===== config.mk =====
export PLATFORM = sky130hd
export DESIGN_NAME = dasr_readout
export DESIGN_NICKNAME = d
export VERILOG_FILES = /design/src/core/dasr_pkg.sv /design/src/core/dasr_readout.sv /design/src/core/dasr_pin_sync.sv
export SDC_FILE = /design/constraint.sdc
export NUM_CORES = 1
export LEC_CHECK = 0
export BUFFER_PORTS_ARGS = -buffer_cell sky130_fd_sc_hd__buf_2
export CORE_AREA = 10 10 116 118
export DETAILED_ROUTE_END_ITERATION = 10
export DIE_AREA = 0 0 126 128
export REMOVE_ABC_BUFFERS = 1
export SLEW_MARGIN = 20
export SYNTH_ARGS = -nofsm -noshare
export SYNTH_HDL_FRONTEND = slang
export SYNTH_HIERARCHICAL = 1
export SYNTH_SLANG_ARGS = --single-unit

===== constraint.sdc =====
create_clock -name clk_in -period 2.8 [get_ports clk_in]
set_input_delay 0.56 -clock clk_in [delete_from_list [all_inputs] [get_ports clk_in]]
set_output_delay 0.56 -clock clk_in [all_outputs]
set_load 0.005 [all_outputs]

===== src/core/dasr_pkg.sv =====
/*
  Package for the dual converter serial readout block: frame layout,
  reset values and the packed carriers shared by the design files.
  Assumes nothing of its surroundings beyond a SystemVerilog compiler.
*/
package dasr_pkg;
  // Frame layout in serial clock positions
  localparam int LEAD_ZEROS = 2;
  localparam int RES_BITS = 12;
  localparam int FRAME_SHORT = 14;
  localparam int FRAME_BITS = 16;
  localparam int CNT_W = 6;
  localparam logic [5:0] CHAIN_END = 6'h20;
  localparam logic [3:0] DATA_FIRST = 4'h2;
  localparam logic [3:0] DATA_LAST = 4'hd;
  // Reset and start values, synchroniser depth
  localparam logic [11:0] MASK_START = 12'h800;
  localparam logic [11:0] WORD_RST = 12'h000;
  localparam logic [5:0] CNT_RST = 6'h00;
  localparam int SYNC_STAGES = 3;

  typedef struct packed {
    logic cs_n;
    logic sclk;
    logic range_sel;
    logic input_config_select;
    logic [2:0] channel_pair_select;
    logic cmp_a;
    logic cmp_b;
  } dasr_pins_t;

  localparam logic [8:0] PINS_RST = 9'h100;

  typedef struct packed {
    logic cs_n;
    logic sclk;
    logic [CNT_W-1:0] cnt;
    logic [11:0] sar_a;
    logic [11:0] sar_b;
    logic [11:0] mask;
    logic hold;
    logic range_sel;
    logic input_config_select;
    logic [2:0] channel_pair_select;
    logic dout_a;
    logic dout_b;
    logic [11:0] dac_a;
    logic [11:0] dac_b;
  } dasr_state_t;
endpackage


===== src/core/dasr_readout.sv =====
/*
  Digital side of a dual simultaneous-sampling 12-bit successive
  approximation converter with a two-output serial readout.
  Assumes the host drives chip select and serial clock far slower than
  clk_in (each sclk level held at least four clk_in cycles), and that
  the analog comparators answer within one clk_in after a DAC change.
*/
// Contract
// - Serial clock shifts data and alone steps the conversion.
// - Data outputs change only after a serial clock falling edge or a chip select rise.
// - Both results appear together, one on each output.
// - Frame: two zeros, then 12 result bits, MSB first.
// - Sixteen clocks give two trailing zeros after the result.
// - Further 16 clocks: each output carries the other result.
// - Chip select falling starts both conversions and frames transfer.
// - Range select sampled at chip select falling edge.
// - Input config select: low differential, high single-ended.
`timescale 1ns/10ps
`default_nettype none
module dasr_readout (
  input wire logic clk_in,                  // 20 MHz system clock
  input wire logic rst_in,                  // async reset, high
  input wire logic cs_n_in,                 // chip select pin, low
  input wire logic sclk_in,                 // serial clock pin
  input wire logic range_sel_in,            // input span select pin
  input wire logic input_config_select_in,  // 0 diff, 1 single-ended
  input wire logic [2:0] channel_pair_select_in, // channel pair pins
  input wire logic cmp_a_in,                // comparator A: in >= dac
  input wire logic cmp_b_in,                // comparator B: in >= dac
  output logic result_out_first,            // serial data, converter A
  output logic result_out_second,           // serial data, converter B
  output logic hold_out,                    // track/hold: 1 holds
  output logic range_sel_out,               // span for this conversion
  output logic input_config_select_out,     // filtered config select
  output logic [2:0] channel_pair_select_out, // latched channel pair
  output logic [11:0] dac_a_out,            // trial code, converter A
  output logic [11:0] dac_b_out             // trial code, converter B
);
  dasr_pkg::dasr_pins_t raw;
  dasr_pkg::dasr_pins_t pin;
  dasr_pkg::dasr_state_t q_ff;
  dasr_pkg::dasr_state_t nxt_q;
  logic cs_fall;
  logic sclk_fall;
  logic sclk_rise;

  assign raw = '{cs_n: cs_n_in, sclk: sclk_in, range_sel: range_sel_in,
                 input_config_select: input_config_select_in,
                 channel_pair_select: channel_pair_select_in,
                 cmp_a: cmp_a_in, cmp_b: cmp_b_in};

  dasr_pin_sync #(
    .W($bits(dasr_pkg::dasr_pins_t)),
    .RST_VAL(dasr_pkg::PINS_RST)
  ) u_sync (
    .clk_in(clk_in),
    .rst_in(rst_in),
    .pin_in(raw),
    .level_out(pin)
  );

  // The position decode slices the counter by hand (low four bits for
  // the place in a frame, bit four for the chained half), so the
  // package layout is pinned here rather than trusted
  if (dasr_pkg::DATA_FIRST != dasr_pkg::LEAD_ZEROS)
  begin : g_chk_lead
    $error("dasr_readout: data must follow the leading zeros");
  end

  if (dasr_pkg::DATA_LAST - dasr_pkg::DATA_FIRST + 4'h1 !=
      dasr_pkg::RES_BITS)
  begin : g_chk_span
    $error("dasr_readout: data span must hold one result");
  end

  if (dasr_pkg::DATA_LAST + 4'h1 != dasr_pkg::FRAME_SHORT)
  begin : g_chk_short
    $error("dasr_readout: short frame must end on the last bit");
  end

  if (dasr_pkg::FRAME_BITS != (32'h1 << $bits(dasr_pkg::DATA_LAST)))
  begin : g_chk_frame
    $error("dasr_readout: frame must fill the low counter bits");
  end

  if (dasr_pkg::FRAME_SHORT >= dasr_pkg::FRAME_BITS)
  begin : g_chk_trail
    $error("dasr_readout: long frame must extend the short one");
  end

  if (dasr_pkg::CHAIN_END != dasr_pkg::FRAME_BITS + dasr_pkg::FRAME_BITS)
  begin : g_chk_chain
    $error("dasr_readout: chain must be two frames long");
  end

  if (dasr_pkg::CNT_W != $bits(dasr_pkg::CHAIN_END))
  begin : g_chk_cnt
    $error("dasr_readout: counter width must match the chain end");
  end

  if (dasr_pkg::RES_BITS != $bits(dasr_pkg::MASK_START))
  begin : g_chk_res
    $error("dasr_readout: result width must match the word fields");
  end

  if (dasr_pkg::MASK_START !=
      {1'b1, {(dasr_pkg::RES_BITS - 1){1'b0}}})
  begin : g_chk_mask
    $error("dasr_readout: first trial must be the top bit alone");
  end

  // Latency figures of the host contract assume this depth
  if (dasr_pkg::SYNC_STAGES != 32'h3)
  begin : g_chk_sync
    $error("dasr_readout: synchroniser bank is three stages deep");
  end

  if ($bits(dasr_pkg::PINS_RST) != $bits(dasr_pkg::dasr_pins_t))
  begin : g_chk_pins
    $error("dasr_readout: pin reset must cover every pin");
  end

  // Bit shown at frame position cnt; second half of a chain shows other
  function automatic logic frame_bit(
    input logic [5:0] cnt,
    input logic [11:0] own,
    input logic [11:0] other
  );
    logic [3:0] pos;
    logic [11:0] src;
    logic [3:0] idx;
    pos = cnt[3:0];
    src = cnt[4] ? other : own;
    idx = dasr_pkg::DATA_LAST - pos;
    frame_bit = 1'b0;
    if (cnt < dasr_pkg::CHAIN_END && pos >= dasr_pkg::DATA_FIRST &&
        pos <= dasr_pkg::DATA_LAST)
      frame_bit = src[idx];
  endfunction

  assign cs_fall = q_ff.cs_n & ~pin.cs_n;
  // serial clock edges only count inside a frame
  assign sclk_fall = q_ff.sclk & ~pin.sclk & ~pin.cs_n & ~q_ff.cs_n;
  assign sclk_rise = ~q_ff.sclk & pin.sclk & ~pin.cs_n & ~q_ff.cs_n;

  always_comb
  begin
    nxt_q = q_ff;
    nxt_q.cs_n = pin.cs_n;
    nxt_q.sclk = pin.sclk;
    // config select follows its pin level
    nxt_q.input_config_select = pin.input_config_select;
    if (cs_fall)
    begin
      // sample both inputs and start both conversions
      nxt_q.hold = 1'b1;
      nxt_q.cnt = dasr_pkg::CNT_RST;
      nxt_q.sar_a = dasr_pkg::WORD_RST;
      nxt_q.sar_b = dasr_pkg::WORD_RST;
      nxt_q.mask = dasr_pkg::MASK_START;
      // span captured at chip select fall
      nxt_q.range_sel = pin.range_sel;
      // pair select taken as settled here
      nxt_q.channel_pair_select = pin.channel_pair_select;
    end
    else if (pin.cs_n)
    begin
      // Early chip select rise aborts the conversion and returns to track
      nxt_q.hold = 1'b0;
      nxt_q.cnt = dasr_pkg::CNT_RST;
      nxt_q.mask = dasr_pkg::WORD_RST;
    end
    else
    begin
      // one trial bit decided per serial clock rising edge
      if (sclk_rise && q_ff.mask != dasr_pkg::WORD_RST)
      begin
        if (pin.cmp_a)
          nxt_q.sar_a = q_ff.sar_a | q_ff.mask;
        if (pin.cmp_b)
          nxt_q.sar_b = q_ff.sar_b | q_ff.mask;
        nxt_q.mask = q_ff.mask >> 1;
        if (q_ff.mask == 12'h001)
          nxt_q.hold = 1'b0;
      end
      // frame position advances on falling edges, saturating
      if (sclk_fall && q_ff.cnt != dasr_pkg::CHAIN_END)
        nxt_q.cnt = q_ff.cnt + 6'h01;
    end
    // both outputs built from the same position
    // positions 14 and 15 fall outside the data span
    // positions 16 to 31 swap the sources
    nxt_q.dout_a = pin.cs_n ? 1'b0 :
                   frame_bit(nxt_q.cnt, nxt_q.sar_a, nxt_q.sar_b);
    nxt_q.dout_b = pin.cs_n ? 1'b0 :
                   frame_bit(nxt_q.cnt, nxt_q.sar_b, nxt_q.sar_a);
    nxt_q.dac_a = nxt_q.sar_a | nxt_q.mask;
    nxt_q.dac_b = nxt_q.sar_b | nxt_q.mask;
  end

  always_ff @(posedge clk_in or posedge rst_in)
  begin
    if (rst_in)
    begin
      q_ff <= '0;
      q_ff.cs_n <= 1'b1;
    end
    else
      q_ff <= nxt_q;
  end

  assign result_out_first = q_ff.dout_a;
  assign result_out_second = q_ff.dout_b;
  assign hold_out = q_ff.hold;
  assign range_sel_out = q_ff.range_sel;
  assign input_config_select_out = q_ff.input_config_select;
  assign channel_pair_select_out = q_ff.channel_pair_select;
  assign dac_a_out = q_ff.dac_a;
  assign dac_b_out = q_ff.dac_b;
endmodule
`default_nettype wire


===== src/core/dasr_pin_sync.sv =====
/*
  Three-stage synchroniser bank for asynchronous pins. A bit's filtered
  level changes only once the second and third stages agree.
  Assumes clk_in is the only clock and rst_in is asynchronous high.
*/
`timescale 1ns/10ps
`default_nettype none
module dasr_pin_sync #(
  parameter int W = 9,
  parameter logic [W-1:0] RST_VAL = '0
) (
  input wire logic clk_in,          // system clock
  input wire logic rst_in,          // async reset, high
  input wire logic [W-1:0] pin_in,  // raw pin levels
  output logic [W-1:0] level_out    // filtered levels
);
  // Refuse an empty bank at elaboration
  if (W < 1)
  begin : g_chk_width
    $error("dasr_pin_sync: W must be at least 1");
  end

  genvar i;
  generate
    for (i = 0; i < W; i++)
    begin : g_bit
      logic [2:0] stage_ff;
      logic level_ff;
      always_ff @(posedge clk_in or posedge rst_in)
      begin
        if (rst_in)
        begin
          stage_ff <= {3{RST_VAL[i]}};
          level_ff <= RST_VAL[i];
        end
        else
        begin
          stage_ff <= {stage_ff[1:0], pin_in[i]};
          // Stage 0 feeds only stage 1; the filter looks at 1 and 2
          if (stage_ff[1] == stage_ff[2])
            level_ff <= stage_ff[2];
        end
      end
      assign level_out[i] = level_ff;
    end
  endgenerate
endmodule
`default_nettype wire


======== Word-level counts from Yosys, hierarchy flattened ========
Index checks and enable logic that the tools add are counted.
storage, ports and cells
  bits in registers ....................... 112
  input bits .............................. 11
  output and inout bits ................... 32
operators by class
  $add $sub $neg .......................... 2
  order comparisons ....................... 4
  equality and inequality tests ........... 11
  muxes and demuxes ....................... 19
  bitwise gates (word level) .............. 15
  reduce and logical (&&, ||, !) cells .... 8
operator list
  operator             number
  $mux 12              4
  $or 12x12->12        4
  $mux 43              1
  $mux 37              1
  $mux 24              1
  $mux 13              1
  $eq 12x1->1 const B  1
  $mux 6               2
  $reduce_bool 12->1   1
  $eq 1x1->1           9
  $bmux 1 s4           2
  $and 1x1->1          7
  $mux 1               7
  $add 6x1->6 const B  1
  $lt 6x6->1 const B   1
  $ne 6x6->1 const B   1
  $reduce_bool 3->1    2
  $lt 4x5->1 const B   1
  $ge 4x2->1 const B   1
  $le 4x4->1 const B   1
  $logic_and 1x1->1    4
  $not 1->1            4
  $sub 4x4->4 const A  1
  $reduce_and 2->1     1

======== Logic depth before layout (Yosys ltp) ========
  word-level depth ........................ 13
  gate-level depth with buffers ........... 13

======== Cells and area by module ========
Netlist, hierarchy kept.
modules (own cells, without submodules)
  module         instances  cells an instance  area each (um^2)  sequential area each (um^2)
  dasr_readout   1          378                3828.7            1903.1
  dasr_pin_sync  1          55                 1078.5            905.9

======== Worst setup path before layout ========
Ideal clock, no wire load.
  path type ............................... reg-to-reg
  start point ............................. register q_ff[68] in the netlist's numbering
  end point ............................... register q_ff (netlist bit result_out_second)
  arrival ................................. 2438 ps
  data required time ...................... 2657 ps
  path slack .............................. 219 ps
  stages on the path, launching flop included .. 14
  buffers on the path ..................... 0
  clock period less this slack ............ 2581 ps
  cell sequence ........................... dfrtp_1 > inv_1 > ha_1 > nor3b_4 > a21oi_1 > mux2i_1 > nor2_2 > ha_1 > inv_1 > o211ai_1 > a221oi_1 > o221ai_1 > nand4_1 > a211oi_1
RTL lines
  what                    line                 text
  start, declared         dasr_readout.sv:41   dasr_pkg::dasr_state_t q_ff;
  start signal, assigned  dasr_readout.sv:209  q_ff <= nxt_q;

==> results.txt <==
Reg clk slew, reported paths = 80 ps
Drt wl/cell = 17.6 µm
Io pins = 43
Logic pwr share = 8.1%
CTS sink cnt = 112
Starting Density = 43.7%
Startpoint Class = flop
Final Skew = 7.06 ps
Maximum VDD drop = 0.000622 V
Fill count = 1037
Layout area overhead = 13.9%
Final #Nets = 489
Synthesis-stage register bit count = 112
MaxCap Viol Count = 0
CP Max Fanout = 6
Routed Antenna Nets = 0
Post-synthesis sequential area ratio = 57.2%
Worst-Margin Slew = 584 ps
Die H = 128 µm
Slew Viols, Final = 0
Clock Power Share = 40.1%
Sw power = 845 µW
Post-Place Cell Area = 5230 µm²
Worst Hold Class = in -> async
Post-synth top area cell = dfrtp_1
Utilization after layout = 49.8%
Most instantiated library cell after synthesis = dfrtp_1
Hold-fix buffers, CTS = 0
Worst EP arrival = 2960 ps
Status = complete, no violations
Power Total = 3350 µW
Ys Warns = 6
Initial drt markers = 274
Kind of critical path = reg -> reg
Full die area = 16100 µm²
Vias/cell = 5.21
Fmax = 376 MHz
PD cells = 600 nW/µm²
DR vias = 3235
Number of synthesized flops with an enable pin = 0
CTS Root Cell = clkbuf_16
Setup crit end kind = flop
Initial antenna violation count = 0
Total overflow reported by the global router = 0
Number of CTS-inserted buffers = 9
Dominant cells by area after synthesis = dfrtp_1 (55%), buf_4 (5.8%), nand2_1 (3.7%), mux2i_1 (2.9%), dfstp_2 (2.7%)
Cells after Synth = 433
Leak pwr = 0.00288 µW
GP Congestion = 0.915
Syn_area_per_cell = 11.3 µm²
Vias in the first global route = 3350
Switching power share of the total = 25.2%
All-Layer GR Usage = 13.9%
Die width = 126 µm
Final WS setup = 142 ps
Worst skew pair latency = 360 ps
Port bufs = 42
Post-synthesis cell type count = 62
Met3 routed WL = 597 µm
Final Hold Viols = 0
Diodes inserted = 0
1st-pass router iterations = 4
Maximum number of pins on one net before global-route repair = 55
Final worst-path cycle share = 94.9%
Worst slew margin = 61.0%
Dpl ws = 45.2 ps
Post-synth top flop = dfrtp_1
Final min period = 2660 ps
CTS tree = built
WP data required = 3100 ps
Max Root-Sink Buffers = 2
First-pass GRT wire length = 17.8 mm
Async set-or-reset flop fraction in the synthesized netlist = 100%
Commonest cells post-synth = dfrtp_1 (107), nand2_1 (48), buf_4 (38), inv_1 (35), nand2b_1 (18)
Sequential fraction of design power = 51.8%
R2R Setup Slk = 140 ps
Met2 WL post-DR = 5.15 mm
Layout cells sized above 1 = 27.6%
Core Box Area = 11200 µm²
Fin Hold WS = 248 ps
Cell area after layout = 5590 µm²
Final wirelength = 10.9 mm
P_int = 2510 µW
WL met1 = 4.94 mm
Final HPWL DP = 7.90 mm
Top Layer Used = met4
Synth top area share = 54.6%
H-tree lvl count = 3
Final setup viols = 0
DRC violations left = 0
Rows = 39
Mapped Area = 4910 µm²
-- cell type report --
class                      count  area (µm²)  area share, %
timing repair buffer          81         515           9.22
sequential                   112        2810           50.2
multi-input combinational    233        1640           29.4
clock inverter                 7        83.8           1.50
clock buffer                   9         225           4.03
inverter                      36         135           2.42
tap                          143         179           3.20
-- state kept, by name, indices dropped and copies added (netlist names) --
register	count
u_sync/g_bit.stage_ff	27
range_sel_out	1
dac_b_out	12
q_ff	44
u_sync/g_bit.level_ff	9
result_out_first	1
input_config_select_out	1
dac_a_out	12
channel_pair_select_out	3
hold_out	1
result_out_second	1
-- cell usage in the layout, fill, tap and decap left out, drive strengths merged, types with 3 or more instances in the layout --
cell type	n
a22o	8
clkbuf	9
nand2	48
and2	5
dfrtp	107
nand2b	19
inv	40
nor2b	3
o21ai	16
nor4	3
o221ai	4
nor2	14
a22oi	10
a211oi	4
nand3	6
a21oi	8
nor3	4
dfstp	5
o211ai	7
a32oi	6
maj3	9
ha	5
mux2i	14
buf	81
-- kinds of logic (layout without fill, tap and decap cells) --
kind of cell             after synthesis  after routing  synth area share [%]
multiplexers                          18             18                  4.23
XOR/XNOR                               2              2                 0.357
buffers and inverters                 88            133                  9.92
flip-flops                           112            112                  57.2
adder cells (fa/ha/maj)               14             14                  3.34
AND/OR/NAND/NOR                      114            114                  12.1
AO/OA/AOI/OAI                         85             85                  12.8
-- power by group through the flow --
stage	clock network [µW]	logic [µW]	registers, µW
6_report	1340	273	1740
5_1_grt	1450	305	1750
4_1_cts	1390	272	1740
3_5_place_dp	0	271	1770
3_3_place_gp	0	269	1770
2_1_floorplan	0	147	1760
-- path summary, 6_finish.rpt --
| check | startpoint | endpoint | cells after the start |
|---|---|---|---|
| max in group asynchronous | rst_in | u_sync/g_bit[3].level_ff | 3 |
| worst min register to register | u_sync/g_bit[2].stage_ff[0] | u_sync/g_bit[2].stage_ff[1] | 0 |
| worst max register to register | q_ff[69] | result_out_first | 13 |
| worst min-delay path | rst_in | dac_b_out[0] | 2 |
| worst max-delay path | q_ff[69] | result_out_first | 13 |
| min in group clk_in | cs_n_in | u_sync/g_bit[8].stage_ff[0] | 1 |
-- per-stage QoR --
stage               cells  TNS (ps)
CTS                   618         0
global placement      602         0
detailed placement    602         0
floorplan             381     -1.66
finish                621         0
global route          621     -5.25
-- repair_timing --
item / 4_1_cts / 5_1_grt
gates resized for setup: 0 / 10
setup endpoints to repair: 0 / 2
buffers inserted: 0 / 3
-- layer usage --
metal / up-vias / track usage, %
met5: - / 0
met4: 0 / 5.43
met3: 17 / 4.38
met2: 77 / 22.0
met1: 1601 / 17.3
li1: 1540 / -
-- critical path, stage by stage (launching register included) --
cell      delay (ps)
dfrtp_1          390
inv_2             80
ha_1             140
nor3b_4          310
a21oi_2          120
mux2i_1          180
nor2_2           210
ha_2             230
inv_1             40
o211ai_1         190
a21oi_2          120
o2111a_1         160
a311oi_1         220
and4_1           220
Note: power is estimated with default switching activity, not from simulation.
